<file path="src/rtl/exc_pkg.sv">
`default_nettype none
package exc_pkg;
  // ****************************************
  // io addresses and reset values
  // ****************************************
  localparam logic [5:0] SP_LOW_ADDR = 6'h3D;
  localparam logic [5:0] SP_HIGH_ADDR = 6'h3E;
  localparam logic [7:0] SP_RESET = 8'h00;
  // ****************************************
  // sources and vectors
  // ****************************************
  localparam int NUM_FLAG = 4;
  localparam int NUM_LEVEL = 4;
  localparam int NUM_SRC = NUM_FLAG + NUM_LEVEL;
  localparam int IDX_W = 3;
  localparam logic [14:0] RESET_VECTOR = 15'h0000;
  localparam logic [14:0] VECTOR_BASE = 15'h0000;
  localparam logic [14:0] BOOT_START = 15'h7000;
  localparam logic [2:0] WAKE_CYCLES = 3'h4;
  // ****************************************
  // types
  // ****************************************
  typedef enum logic [1:0] {
    SP_HOLD = 2'b00,
    SP_DEC = 2'b01,
    SP_INC = 2'b10
  } sp_op_t;
  typedef enum logic [3:0] {
    S_IDLE = 4'b0000,
    S_WAKE = 4'b0001,
    S_PUSH_BYTE = 4'b0010,
    S_POP_READ = 4'b0011,
    S_POP_CAP = 4'b0100,
    S_PUSH_LO = 4'b0101,
    S_PUSH_HI = 4'b0110,
    S_ENTRY_WAIT = 4'b0111,
    S_ENTRY_VEC = 4'b1000,
    S_RET_HI = 4'b1001,
    S_RET_LO = 4'b1010,
    S_RET_CAP = 4'b1011,
    S_RET_DONE = 4'b1100
  } ctl_state_t;
endpackage
`default_nettype wire

</file>
<file path="src/rtl/exc_links.sv">
`timescale 1ns/1ps
`default_nettype none
interface sp_link_if;
  exc_pkg::sp_op_t op;
  logic wrLow;
  logic wrHigh;
  logic [7:0] wrData;
  logic [15:0] sp;
  modport ctrl (output op, output wrLow, output wrHigh, output wrData, input sp);
  modport unit (input op, input wrLow, input wrHigh, input wrData, output sp);
endinterface

interface irq_link_if;
  logic anyReq;
  logic [exc_pkg::IDX_W-1:0] winner;
  logic ack;
  logic [exc_pkg::IDX_W-1:0] ackIdx;
  modport ctrl (input anyReq, input winner, output ack, output ackIdx);
  modport arb (output anyReq, output winner, input ack, input ackIdx);
endinterface
`default_nettype wire

</file>
<file path="src/rtl/stack_and_interrupt_entry.sv">
`timescale 1ns/1ps
`default_nettype none
// What this block does
// RULE_01: stack grows downward; every push lowers the stack pointer.
// RULE_02: a byte push lowers the stack pointer by exactly one.
// RULE_03: call or interrupt entry storing the return address lowers the pointer by two.
// RULE_04: a byte pop raises the stack pointer by exactly one.
// RULE_05: subroutine or interrupt return raises the pointer by two.
// RULE_06: pointer is two eight-bit io registers, read/write, reset to zero.
// RULE_07: software sets the pointer above the io region before calls or interrupts.
// RULE_08: software masks the unused top bit of a saved program counter.
// RULE_09: logic runs straight on the cpu clock, no division.
// RULE_10: each source has its own vector; taken only with own and global enable.
// RULE_11: vectors at lowest addresses; lower address wins; reset first.
// RULE_12: vector select moves vectors to boot start; boot reset fuse moves reset.
// RULE_13: taking an interrupt clears the global enable.
// RULE_14: global enable set in a handler lets enabled sources nest.
// RULE_15: return from interrupt sets the global enable.
// RULE_16: flag cleared on vectoring; writing one to it also clears it.
// RULE_17: flags stay pending while disabled, then serviced by priority.
// RULE_18: level sources request only while present; never remembered.
// RULE_19: after interrupt return one instruction runs before the next entry.
// RULE_20: status register is not saved; handlers save it themselves.
// RULE_21: disable takes effect at once, even against a same-cycle request.
// RULE_22: after enable the next instruction runs before any entry.
// RULE_23: entry takes four cycles pushing the counter; current instruction finishes first.
// RULE_24: entry from sleep adds four cycles.
// RULE_25: interrupt return takes four cycles, restores counter, pointer plus two.
// RULE_26: push writes at pointer then decrements; pop increments then reads.
module stack_and_interrupt_entry (
  input wire logic clk,
  input wire logic rst_n,
  input wire logic ce,
  input wire logic [5:0] ioAddr,
  input wire logic ioWrEn,
  input wire logic ioRdEn,
  input wire logic [7:0] ioWrData,
  output logic [7:0] ioRdData,
  input wire logic instrBoundary,
  input wire logic [14:0] returnPc,
  input wire logic pushReq,
  input wire logic [7:0] pushData,
  input wire logic popReq,
  output logic [7:0] popData,
  output logic popValid,
  input wire logic callReq,
  input wire logic retReq,
  input wire logic retiReq,
  input wire logic cliReq,
  input wire logic seiReq,
  input wire logic globalEnableWrEn,
  input wire logic globalEnableWrData,
  output logic globalEnable,
  input wire logic sleeping,
  input wire logic [exc_pkg::NUM_FLAG-1:0] flagEvent,
  input wire logic [exc_pkg::NUM_FLAG-1:0] flagEnable,
  input wire logic [exc_pkg::NUM_FLAG-1:0] flagClear,
  output logic [exc_pkg::NUM_FLAG-1:0] flagPending,
  input wire logic [exc_pkg::NUM_LEVEL-1:0] levelReq,
  input wire logic [exc_pkg::NUM_LEVEL-1:0] levelEnable,
  input wire logic vectorSelect,
  input wire logic bootResetFuse,
  output logic [14:0] resetVector,
  output logic [15:0] memAddr,
  output logic [7:0] memWrData,
  output logic memWrEn,
  output logic memRdEn,
  input wire logic [7:0] memRdData,
  output logic busy,
  output logic pcLoad,
  output logic [14:0] pcLoadValue,
  output logic [15:0] stackPointer
);
  // ****************************************
  // state
  // ****************************************
  typedef struct packed {
    exc_pkg::ctl_state_t state;
    logic gie;
    logic skip;
    logic [2:0] waitCnt;
    logic isInt;
    logic isReti;
    logic [14:0] pcReg;
    logic [7:0] dataReg;
    logic [7:0] hiReg;
    logic popValid;
    logic [exc_pkg::IDX_W-1:0] idxReg;
    logic strapDone;
    logic bootReset;
    logic [7:0] ioRd;
  } ctl_t;
  ctl_t ctlReg;
  ctl_t ctlNext;

  logic anyOp;
  logic takeOk;
  logic ioSp;
  logic [exc_pkg::IDX_W:0] vecNum;
  logic [14:0] vecBase;
  logic [14:0] vecAddr;

  sp_link_if spLink ();
  irq_link_if irqLink ();

  // ****************************************
  // helpers
  // ****************************************
  stack_pointer_unit spUnit (
    .clk(clk),
    .rst_n(rst_n),
    .ce(ce),
    .link(spLink)
  );

  irq_arbiter arbiter (
    .clk(clk),
    .rst_n(rst_n),
    .ce(ce),
    .flagEvent(flagEvent),
    .flagEnable(flagEnable),
    .flagClear(flagClear),
    .levelReq(levelReq),
    .levelEnable(levelEnable),
    .flagPending(flagPending),
    .link(irqLink)
  );

  assign stackPointer = spLink.sp;
  assign spLink.wrData = ioWrData;
  assign spLink.wrLow = ioWrEn && (ioAddr == exc_pkg::SP_LOW_ADDR);
  assign spLink.wrHigh = ioWrEn && (ioAddr == exc_pkg::SP_HIGH_ADDR);
  assign ioSp = spLink.wrLow || spLink.wrHigh;

  // ****************************************
  // take decision
  // ****************************************
  // entries only at an instruction boundary or while sleeping, so multi-cycle work ends first
  assign anyOp = pushReq || popReq || callReq || retReq || retiReq;
  assign takeOk = ce && (ctlReg.state == exc_pkg::S_IDLE) // RULE_23
    && (instrBoundary || sleeping) // RULE_19
    && ctlReg.gie && irqLink.anyReq // RULE_10 RULE_14
    && !cliReq // RULE_21
    && !seiReq && !ctlReg.skip // RULE_22
    && !anyOp;
  assign irqLink.ack = takeOk; // RULE_16
  assign irqLink.ackIdx = irqLink.winner;

  // vector k sits two words above vector k-1, reset at slot zero
  assign vecNum = {1'b0, ctlReg.idxReg} + 4'h1;
  assign vecBase = vectorSelect ? exc_pkg::BOOT_START : exc_pkg::VECTOR_BASE; // RULE_12
  assign vecAddr = vecBase + {10'h000, vecNum, 1'b0}; // RULE_11

  // ****************************************
  // memory and pointer steps
  // ****************************************
  always_comb begin
    memAddr = spLink.sp;
    memWrData = 8'h00;
    memWrEn = 1'b0;
    memRdEn = 1'b0;
    spLink.op = exc_pkg::SP_HOLD;
    case (ctlReg.state)
      exc_pkg::S_PUSH_BYTE: begin
        memWrEn = 1'b1;
        memWrData = ctlReg.dataReg;
        spLink.op = exc_pkg::SP_DEC; // RULE_02 RULE_26
      end
      exc_pkg::S_PUSH_LO: begin
        memWrEn = 1'b1;
        memWrData = ctlReg.pcReg[7:0];
        spLink.op = exc_pkg::SP_DEC; // RULE_03
      end
      exc_pkg::S_PUSH_HI: begin
        memWrEn = 1'b1;
        memWrData = {1'b0, ctlReg.pcReg[14:8]};
        spLink.op = exc_pkg::SP_DEC; // RULE_03
      end
      exc_pkg::S_POP_READ, exc_pkg::S_RET_HI, exc_pkg::S_RET_LO: begin
        memRdEn = 1'b1;
        memAddr = spLink.sp + 16'h0001; // RULE_26
        spLink.op = exc_pkg::SP_INC; // RULE_04 RULE_05
      end
      default: begin
        memRdEn = 1'b0;
      end
    endcase
  end

  // ****************************************
  // control sequence
  // ****************************************
  always_comb begin
    ctlNext = ctlReg;
    ctlNext.popValid = 1'b0;
    // strap sampled once after release, never inside reset
    if (!ctlReg.strapDone) begin
      ctlNext.strapDone = 1'b1;
      ctlNext.bootReset = bootResetFuse; // RULE_12
    end
    if (ioRdEn) begin
      if (ioAddr == exc_pkg::SP_LOW_ADDR) begin
        ctlNext.ioRd = spLink.sp[7:0];
      end else if (ioAddr == exc_pkg::SP_HIGH_ADDR) begin
        ctlNext.ioRd = spLink.sp[15:8];
      end else begin
        ctlNext.ioRd = 8'h00;
      end
    end
    if (globalEnableWrEn) begin
      ctlNext.gie = globalEnableWrData;
    end
    if (seiReq) begin
      ctlNext.gie = 1'b1;
    end
    if (cliReq) begin
      ctlNext.gie = 1'b0; // RULE_21
    end
    if (seiReq) begin
      ctlNext.skip = 1'b1; // RULE_22
    end else if (instrBoundary) begin
      ctlNext.skip = 1'b0;
    end
    case (ctlReg.state)
      exc_pkg::S_IDLE: begin
        if (takeOk) begin
          ctlNext.gie = 1'b0; // RULE_13
          ctlNext.idxReg = irqLink.winner;
          ctlNext.pcReg = returnPc;
          ctlNext.isInt = 1'b1;
          ctlNext.isReti = 1'b0;
          ctlNext.waitCnt = 3'h0;
          ctlNext.state = sleeping ? exc_pkg::S_WAKE : exc_pkg::S_PUSH_LO; // RULE_24
        end else if (retiReq) begin
          ctlNext.isReti = 1'b1;
          ctlNext.state = exc_pkg::S_RET_HI;
        end else if (retReq) begin
          ctlNext.isReti = 1'b0;
          ctlNext.state = exc_pkg::S_RET_HI;
        end else if (callReq) begin
          ctlNext.isInt = 1'b0;
          ctlNext.pcReg = returnPc;
          ctlNext.state = exc_pkg::S_PUSH_LO;
        end else if (pushReq) begin
          ctlNext.dataReg = pushData;
          ctlNext.state = exc_pkg::S_PUSH_BYTE;
        end else if (popReq) begin
          ctlNext.state = exc_pkg::S_POP_READ;
        end
      end
      exc_pkg::S_WAKE: begin
        if (ctlReg.waitCnt == exc_pkg::WAKE_CYCLES - 3'h1) begin
          ctlNext.state = exc_pkg::S_PUSH_LO; // RULE_24
        end else begin
          ctlNext.waitCnt = ctlReg.waitCnt + 3'h1;
        end
      end
      exc_pkg::S_PUSH_BYTE: begin
        ctlNext.state = exc_pkg::S_IDLE;
      end
      exc_pkg::S_POP_READ: begin
        ctlNext.state = exc_pkg::S_POP_CAP;
      end
      exc_pkg::S_POP_CAP: begin
        ctlNext.dataReg = memRdData;
        ctlNext.popValid = 1'b1;
        ctlNext.state = exc_pkg::S_IDLE;
      end
      exc_pkg::S_PUSH_LO: begin
        ctlNext.state = exc_pkg::S_PUSH_HI;
      end
      exc_pkg::S_PUSH_HI: begin
        ctlNext.state = ctlReg.isInt ? exc_pkg::S_ENTRY_WAIT : exc_pkg::S_IDLE;
      end
      exc_pkg::S_ENTRY_WAIT: begin
        ctlNext.pcReg = vecAddr; // RULE_10
        ctlNext.state = exc_pkg::S_ENTRY_VEC;
      end
      exc_pkg::S_ENTRY_VEC: begin
        ctlNext.state = exc_pkg::S_IDLE; // RULE_23
      end
      exc_pkg::S_RET_HI: begin
        ctlNext.state = exc_pkg::S_RET_LO;
      end
      exc_pkg::S_RET_LO: begin
        ctlNext.hiReg = memRdData;
        ctlNext.state = exc_pkg::S_RET_CAP;
      end
      exc_pkg::S_RET_CAP: begin
        // top bit of the saved high byte is unused
        ctlNext.pcReg = {ctlReg.hiReg[6:0], memRdData}; // RULE_08
        ctlNext.state = exc_pkg::S_RET_DONE;
      end
      exc_pkg::S_RET_DONE: begin
        if (ctlReg.isReti) begin
          ctlNext.gie = 1'b1; // RULE_15 RULE_25
        end
        ctlNext.state = exc_pkg::S_IDLE; // RULE_19
      end
      default: begin
        ctlNext.state = exc_pkg::S_IDLE;
      end
    endcase
  end

  // one clock straight from the source; ce freezes everything
  always_ff @(posedge clk or negedge rst_n) begin // RULE_09
    if (!rst_n) begin
      ctlReg <= '0;
    end else if (ce) begin
      ctlReg <= ctlNext;
    end
  end

  // ****************************************
  // outputs
  // ****************************************
  assign ioRdData = ctlReg.ioRd;
  assign popData = ctlReg.dataReg;
  assign popValid = ctlReg.popValid;
  assign globalEnable = ctlReg.gie;
  assign busy = ctlReg.state != exc_pkg::S_IDLE;
  assign pcLoad = (ctlReg.state == exc_pkg::S_ENTRY_VEC) || (ctlReg.state == exc_pkg::S_RET_DONE);
  assign pcLoadValue = ctlReg.pcReg;
  assign resetVector = ctlReg.bootReset ? exc_pkg::BOOT_START : exc_pkg::RESET_VECTOR; // RULE_12
endmodule
`default_nettype wire

</file>
<file path="src/rtl/stack_pointer_unit.sv">
`timescale 1ns/1ps
`default_nettype none
module stack_pointer_unit (
  input wire logic clk,
  input wire logic rst_n,
  input wire logic ce,
  sp_link_if.unit link
);
  typedef struct packed {
    logic [7:0] high;
    logic [7:0] low;
  } sp_state_t;
  sp_state_t spReg;
  sp_state_t spNext;

  // ****************************************
  // pointer update
  // ****************************************
  // io write wins over a stack step in the same cycle
  always_comb begin
    spNext = spReg;
    if (link.wrLow || link.wrHigh) begin
      if (link.wrLow) spNext.low = link.wrData;
      if (link.wrHigh) spNext.high = link.wrData;
    end else if (link.op == exc_pkg::SP_DEC) begin
      spNext = sp_state_t'({spReg.high, spReg.low} - 16'h0001); // RULE_01
    end else if (link.op == exc_pkg::SP_INC) begin
      spNext = sp_state_t'({spReg.high, spReg.low} + 16'h0001); // RULE_04
    end
  end

  always_ff @(posedge clk or negedge rst_n) begin
    if (!rst_n) begin
      spReg <= '{high: exc_pkg::SP_RESET, low: exc_pkg::SP_RESET}; // RULE_06
    end else if (ce) begin
      spReg <= spNext;
    end
  end

  assign link.sp = {spReg.high, spReg.low};
endmodule
`default_nettype wire

</file>
<file path="src/rtl/irq_arbiter.sv">
`timescale 1ns/1ps
`default_nettype none
module irq_arbiter (
  input wire logic clk,
  input wire logic rst_n,
  input wire logic ce,
  input wire logic [exc_pkg::NUM_FLAG-1:0] flagEvent,
  input wire logic [exc_pkg::NUM_FLAG-1:0] flagEnable,
  input wire logic [exc_pkg::NUM_FLAG-1:0] flagClear,
  input wire logic [exc_pkg::NUM_LEVEL-1:0] levelReq,
  input wire logic [exc_pkg::NUM_LEVEL-1:0] levelEnable,
  output logic [exc_pkg::NUM_FLAG-1:0] flagPending,
  irq_link_if.arb link
);
  typedef struct packed {
    logic [exc_pkg::NUM_FLAG-1:0] flags;
  } arb_state_t;
  arb_state_t arbReg;
  arb_state_t arbNext;
  logic [exc_pkg::NUM_FLAG-1:0] ackHit;
  logic [exc_pkg::NUM_SRC-1:0] req;

  // ****************************************
  // flags
  // ****************************************
  for (genvar g = 0; g < exc_pkg::NUM_FLAG; g++) begin : g_flag
    assign ackHit[g] = link.ack && (int'(link.ackIdx) == g);
  end

  // new event beats a clear in the same cycle
  always_comb begin
    arbNext = arbReg;
    arbNext.flags = (arbReg.flags & ~(flagClear | ackHit)) | flagEvent; // RULE_16
  end

  always_ff @(posedge clk or negedge rst_n) begin
    if (!rst_n) begin
      arbReg <= '0;
    end else if (ce) begin
      arbReg <= arbNext;
    end
  end

  // ****************************************
  // priority
  // ****************************************
  // level sources are never latched
  assign req = {levelReq & levelEnable, arbReg.flags & flagEnable}; // RULE_18
  always_comb begin
    link.winner = '0;
    link.anyReq = 1'b0;
    for (int i = exc_pkg::NUM_SRC - 1; i >= 0; i--) begin
      if (req[i]) begin
        link.winner = i[exc_pkg::IDX_W-1:0]; // RULE_11
        link.anyReq = 1'b1;
      end
    end
  end

  assign flagPending = arbReg.flags;
endmodule
`default_nettype wire

</file>
<file path="config.mk">
export PLATFORM = sky130hd
export DESIGN_NAME = stack_and_interrupt_entry
export DESIGN_NICKNAME = d
export VERILOG_FILES = /design/src/rtl/exc_pkg.sv /design/src/rtl/exc_links.sv /design/src/rtl/stack_and_interrupt_entry.sv /design/src/rtl/stack_pointer_unit.sv /design/src/rtl/irq_arbiter.sv
export SDC_FILE = /design/constraint.sdc
export NUM_CORES = 1
export LEC_CHECK = 0
export CAP_MARGIN = 15
export CORE_MARGIN = 1
export CORE_UTILIZATION = 40
export DETAILED_ROUTE_END_ITERATION = 6
export DONT_BUFFER_PORTS = 1
export GPL_ROUTABILITY_DRIVEN = 0
export GPL_TIMING_DRIVEN = 0
export PLACE_DENSITY = 0.63
export SLEW_MARGIN = 20
export SYNTH_ARGS = -nofsm -noshare
export SYNTH_HDL_FRONTEND = slang
export SYNTH_SLANG_ARGS = --single-unit
</file>
<file path="constraint.sdc">
create_clock -name clk -period 3.5 [get_ports clk]
set_input_delay 0.525 -clock clk [delete_from_list [all_inputs] [get_ports clk]]
set_output_delay 0.525 -clock clk [all_outputs]
set_load 0.01 [all_outputs]
</file>
# After elaboration in Yosys (flattened, before gate mapping)
# Index checks and enable logic that the tools add are counted.
# word_totals
reg_bits	75
output_inout_bits	96
# op_classes
addsub	5
eq_ne	36
n_mux	66
n_bitwise	7
n_reduce_logical	50
# op_table
op	count
$mux W16	4
$mux W8	7
$mux W23	2
$mux W15	3
$pmux W15 S3	1
$mux W3	12
$pmux W4 S9	1
$mux W4	7
$pmux W8 S3	1
$mux W1	23
$eq A4 B4 Y1 const B	5
$mux W17	1
$add A16 B1 Y16 const B	1
$eq A4 B3 Y1 const B	4
$pmux W8 S2	1
$sub A16 B1 Y16 const B	1
$add A15 B5 Y15	1
$reduce_and A3 Y1	5
$logic_and A1 B1 Y1	14
$ne A2 B2 Y1 const B	7
$and A4 B4 Y4	3
$eq A6 B6 Y1 const B	2
$ne A2 B1 Y1 const B	5
$reduce_and A5 Y1	2
27 further kinds	51

# Depth between registers and ports, before layout
# logic_depth
depth_word	19
mapped_depth	12
ltp_nobuf	10

# Modules after synthesis
# A second synthesis with hierarchy kept.
# unflattened
hier_cells	627
area_unflattened_um2	5427.7
# by_module_without_submodules
mod	instances	cells_per_inst	area_each_um2	seq_area_each_um2
stack_and_interrupt_entry	1	399	3580.9	1376.3
stack_pointer_unit	1	193	1531.5	400.4
irq_arbiter	1	35	315.3	100.1

# Least setup slack after synthesis
# No wires, ideal clock.
# synth_path
path_kind	reg-to-reg
start	register ctlReg[55] (netlist bit)
end	register spUnit.spReg, in the netlist spUnit.link.sp[11]
setup_time_ps	83
arrival_time_ps	2838
required_time_ps	3417
setup_slack_ps	579
path_stages_with_launch	12
path_buffers	2
cell_sequence	dfrtp_1 > clkbuf_1 > xor2_1 > a21oi_1 > nor2_1 > clkbuf_1 > inv_1 > ha_1 > nor4_1 > a22oi_1 > o31a_1 > o22ai_1
# synth_between
elab_chain_len	6
# synth_rtl
item	line	text
start, declared	stack_and_interrupt_entry.sv:93	ctl_t ctlReg;
start signal, assigned	stack_and_interrupt_entry.sv:311	ctlReg <= ctlNext;
$eq A4 B4 Y1 (tied with other cells)	stack_and_interrupt_entry.sv:163	case (ctlReg.state)
$reduce_or A3 Y1, on equally long branches	n/a	
$pmux W2 S2 (*)	stack_and_interrupt_entry.sv:163	
$eq A2 B2 Y1 or $eq A2 B1 Y1 (tied branches)	stack_pointer_unit.sv:27, stack_pointer_unit.sv:25	
$reduce_bool A3 Y1 (no line) or $mux W16 (tied branches)	n/a	
$reduce_and A3 Y1 (no line) or $mux W16 (tied branches)	n/a	
end signal, assigned	stack_pointer_unit.sv:34	spReg <= '{high: exc_pkg::SP_RESET, low: exc_pkg::SP_RESET};
end signal, assigned	stack_pointer_unit.sv:36	spReg <= spNext;
end, declared	stack_pointer_unit.sv:13	sp_state_t spReg;
# Every way passes the cells marked *; elsewhere a longest branch is shown, timed or not.
# A chain may end at the register's enable or synchronous reset.

# Worst setup path after layout
# layout_path
start	register ctlReg[55] (netlist bit)
end	register spUnit.spReg, in the netlist spUnit.link.sp[9]
# Same word-level chain as after synthesis.

==> flow_summary.toml <==
[logic_synthesis]
synthTopCellsByCount = "dfrtp_1, nand2_1, buf_4, o21ai_0"
synth_cells = 586
synth_area_um2 = 5270
async_reset_ff_share_pct = 100
yosysTopAreaCell = "dfrtp_1"
yosys-top-cells-area = "dfrtp_1, buf_4, nand2_1"
synth_edf_count = 0
seq_area_frac_synth_pct = 35.6
yosysUniqueCellTypes = 67
avgSynthCellArea_um2 = 8.99
synthMostInstantiatedCell = "dfrtp_1"
yosysWarnings = 0
synth_ff_type = "dfrtp_1"
ys_ff_latch = 75
yosysTopAreaCellShare_pct = 35.6

[floorplanning]
start_util_pct = 41.4
die_x_um = 117
fp.dieArea_um2 = 13600
die_y_um = 117
io_pins = 179
coreArea_um2 = 12700
row_count = 41

[pwr]
seq_power_share_pct = 32.8
combinationalPowerShare_pct = 44.8
switchingPower_mw = 2.00
p_leak_nw = 2.50
p_per_area_nw_per_um2 = 806
vdd.ir_drop.worst_uv = 444
intPower_mw = 2.79
clkPwrFrac_pct = 22.4
p_sw_share_pct = 41.8

[finish]
stdcell_count = 786
n_antenna_cell = 0
drive_gt1_share_pct = 17.9
fin_nets = 698
syn_to_final_growth_pct = 13.0

[routing]
final_antenna_net_count = 0
drc = 0
via_per_inst = 5.91
dr.pass1.iters = 5
via_count = 4643
wl_per_cell_um = 19.6
routed_wl_um = 15400
drt_iter0_drc = 433

[global_route]
globalRoute.totalOverflow = 0
grt_pass1_wl_um = 23100
grt_max_degree = 76
antenna_found_initial = 0
gr-usage-all-layers_pct = 22.4
grt_pass1_vias = 4353

[setup_path]
max_stage_delay_ns = 0.55
start_kind = "flop"
crit_slowest_cell = "dfrtp_1"
path_class = "reg2reg"
path_cells = "and3b_1, a21oi_1, nor2_1, clkbuf_2, inv_1, ha_1, nor3b_2, nor4b_4, buf_4, a22oi_1, a21oi_1, a2bb2oi_1"
cp_common_cell = "a21oi_1"
crit_arrival_ns = 3.50
worstPathRequired_ns = 3.75
worst-path-max-fanout = 12
crit_path_end_kind = "flop"

[placement]
place.detailed.hpwl_um = 11500
dp_cells = 769
port_buffers = 0

[clock_tree]
cts_buffer_depth = 2
cts_root_buf = "clkbuf_16"
cts_tree = "built"
cts_buffers = 9
numClockSinks = 75
clk_latency_ns = 0.34
clk_pin_slew_ns = 0.06
htree_levels = 3

[sta]
setup_tns_ns = 0
hold_violations = 0
finClkSkew_ns = 0.00704
finalSetupViolations = 0
slew_headroom_pct = 32.8
final.min_clock_period_ns = 3.25
period_share_pct = 92.7
rsz0062_at_grt = "no"
max_freq_mhz = 308
maxSlewViolCount = 0
worstMarginPinSlew_ns = 1.00

[min_path]
hold_path_class = "in2async"

[run_status]
status = "complete, no violations"

[flow_run]
maxCapViolCount = 0
## flip-flops by register name (all words and copies together) (netlist names)
name and count:
ioRdData 8, spUnit.link.sp 16, ctlReg 22, popValid 1, arbiter.flagPending 4, globalEnable 1, pcLoadValue 15, popData 8
## power by group through the flow
stage | registers [mW] | logic (mW) | clock network [mW]
after CTS | 1.55 | 2.13 | 1.10
final | 1.57 | 2.15 | 1.08
after global placement | 1.54 | 2.07 | 0
after detailed placement | 1.55 | 2.10 | 0
after global routing | 1.61 | 2.36 | 1.14
after floorplan | 1.45 | 1.72 | 0
## kinds of logic (layout without fill, tap and decap cells)
logic type	after synthesis	count (layout)	synth area share [%]
adder cells (fa/ha/maj)	6	6	1.43
flip-flops	75	75	35.6
other	1	12	0.0712
buffers and inverters	104	121	11.2
XOR/XNOR	20	20	3.33
multiplexers	39	39	8.48
AND/OR/NAND/NOR	176	176	17.5
AO/OA/AOI/OAI	165	165	22.3
## critical path, delay by kind of cell (launching register included)
kind                     cells  cell delay, ns
buffers and inverters        3            0.53
flip-flops                   1            0.55
AND/OR/NAND/NOR              4            1.00
AO/OA/AOI/OAI                4            0.76
adder cells (fa/ha/maj)      1            0.31
## what timing repair did
action,4_1_cts,5_1_grt
pin swaps,0,1
buffers inserted,2,0
endpoints found under the setup margin,12,16
hold buffers,1,0
gates resized for setup,3,7
endpoints found under the hold margin,75,0
## layout make-up
class | count | area (um^2)
Fill cell | 1281 | 6770
Multi-Input combinational cell | 418 | 2890
Sequential cell | 75 | 1880
Buffer | 79 | 498
Clock buffer | 12 | 246
Tap cell | 172 | 215
Clock inverter | 4 | 97.6
Inverter | 23 | 86.3
Timing Repair Buffer | 3 | 42.5
## per-stage QoR
| step | hold WS (ns) | total power [mW] | utilization [%] | cell area [um^2] | setup WS (ns) |
|---|---|---|---|---|---|
| 3_5_place_dp | 0.232 | 3.65 | 43.4 | 5520 | -0.306 |
| 5_1_grt | 0.103 | 5.11 | 46.8 | 5950 | 0.0282 |
| 2_1_floorplan | 0.229 | 3.17 | - | 5310 | 0.579 |
| 6_report | 0.0846 | 4.80 | 46.8 | 5950 | 0.255 |
| 4_1_cts | 0.0899 | 4.78 | 46.6 | 5930 | 0.0174 |
| 3_3_place_gp | 0.232 | 3.60 | 43.4 | 5520 | -0.226 |
## cells in the final DEF (no fill, tap or decap), types with 9 or more instances in the layout
| master | count |
|---|---|
| mux2i_1 | 15 |
| nor2_1 | 22 |
| nand3_1 | 9 |
| a21oi_1 | 18 |
| clkbuf_1 | 23 |
| buf_4 | 48 |
| conb_1 | 12 |
| xnor2_1 | 16 |
| nor3_1 | 14 |
| clkbuf_16 | 9 |
| mux2_2 | 17 |
| nand2_1 | 70 |
| o21ai_0 | 36 |
| nand4_1 | 11 |
| o22ai_1 | 9 |
| inv_1 | 23 |
| a22o_1 | 13 |
| dfrtp_1 | 75 |
| a22oi_1 | 24 |
## per-layer routing
layer  up-vias  wire length (um)  GRT usage [%]
met1      2240              6500           28.7
met3        31              1520           7.58
li1       2143                 -              -
met5         -                 0              0
met2       229              7060           35.5
met4         0               291           7.34
## path summary, 6_finish.rpt
path / startpoint / endpoint / slack, ns / cells after the start
setup / recovery: ctlReg[55] / spUnit.link.sp[9] / 0.25 / 12
hold / removal: rst_n / pcLoadValue[11] / 0.08 / 1
setup reg to reg: ctlReg[55] / spUnit.link.sp[9] / 0.25 / 12
hold reg to reg: ctlReg[9] / ctlReg[9] / 0.49 / 1
max in group asynchronous: rst_n / spUnit.link.sp[13] / 3.11 / 1
min in group clk: flagEvent[0] / arbiter.flagPending[0] / 0.30 / 2
(Power assumes the default switching activity.)
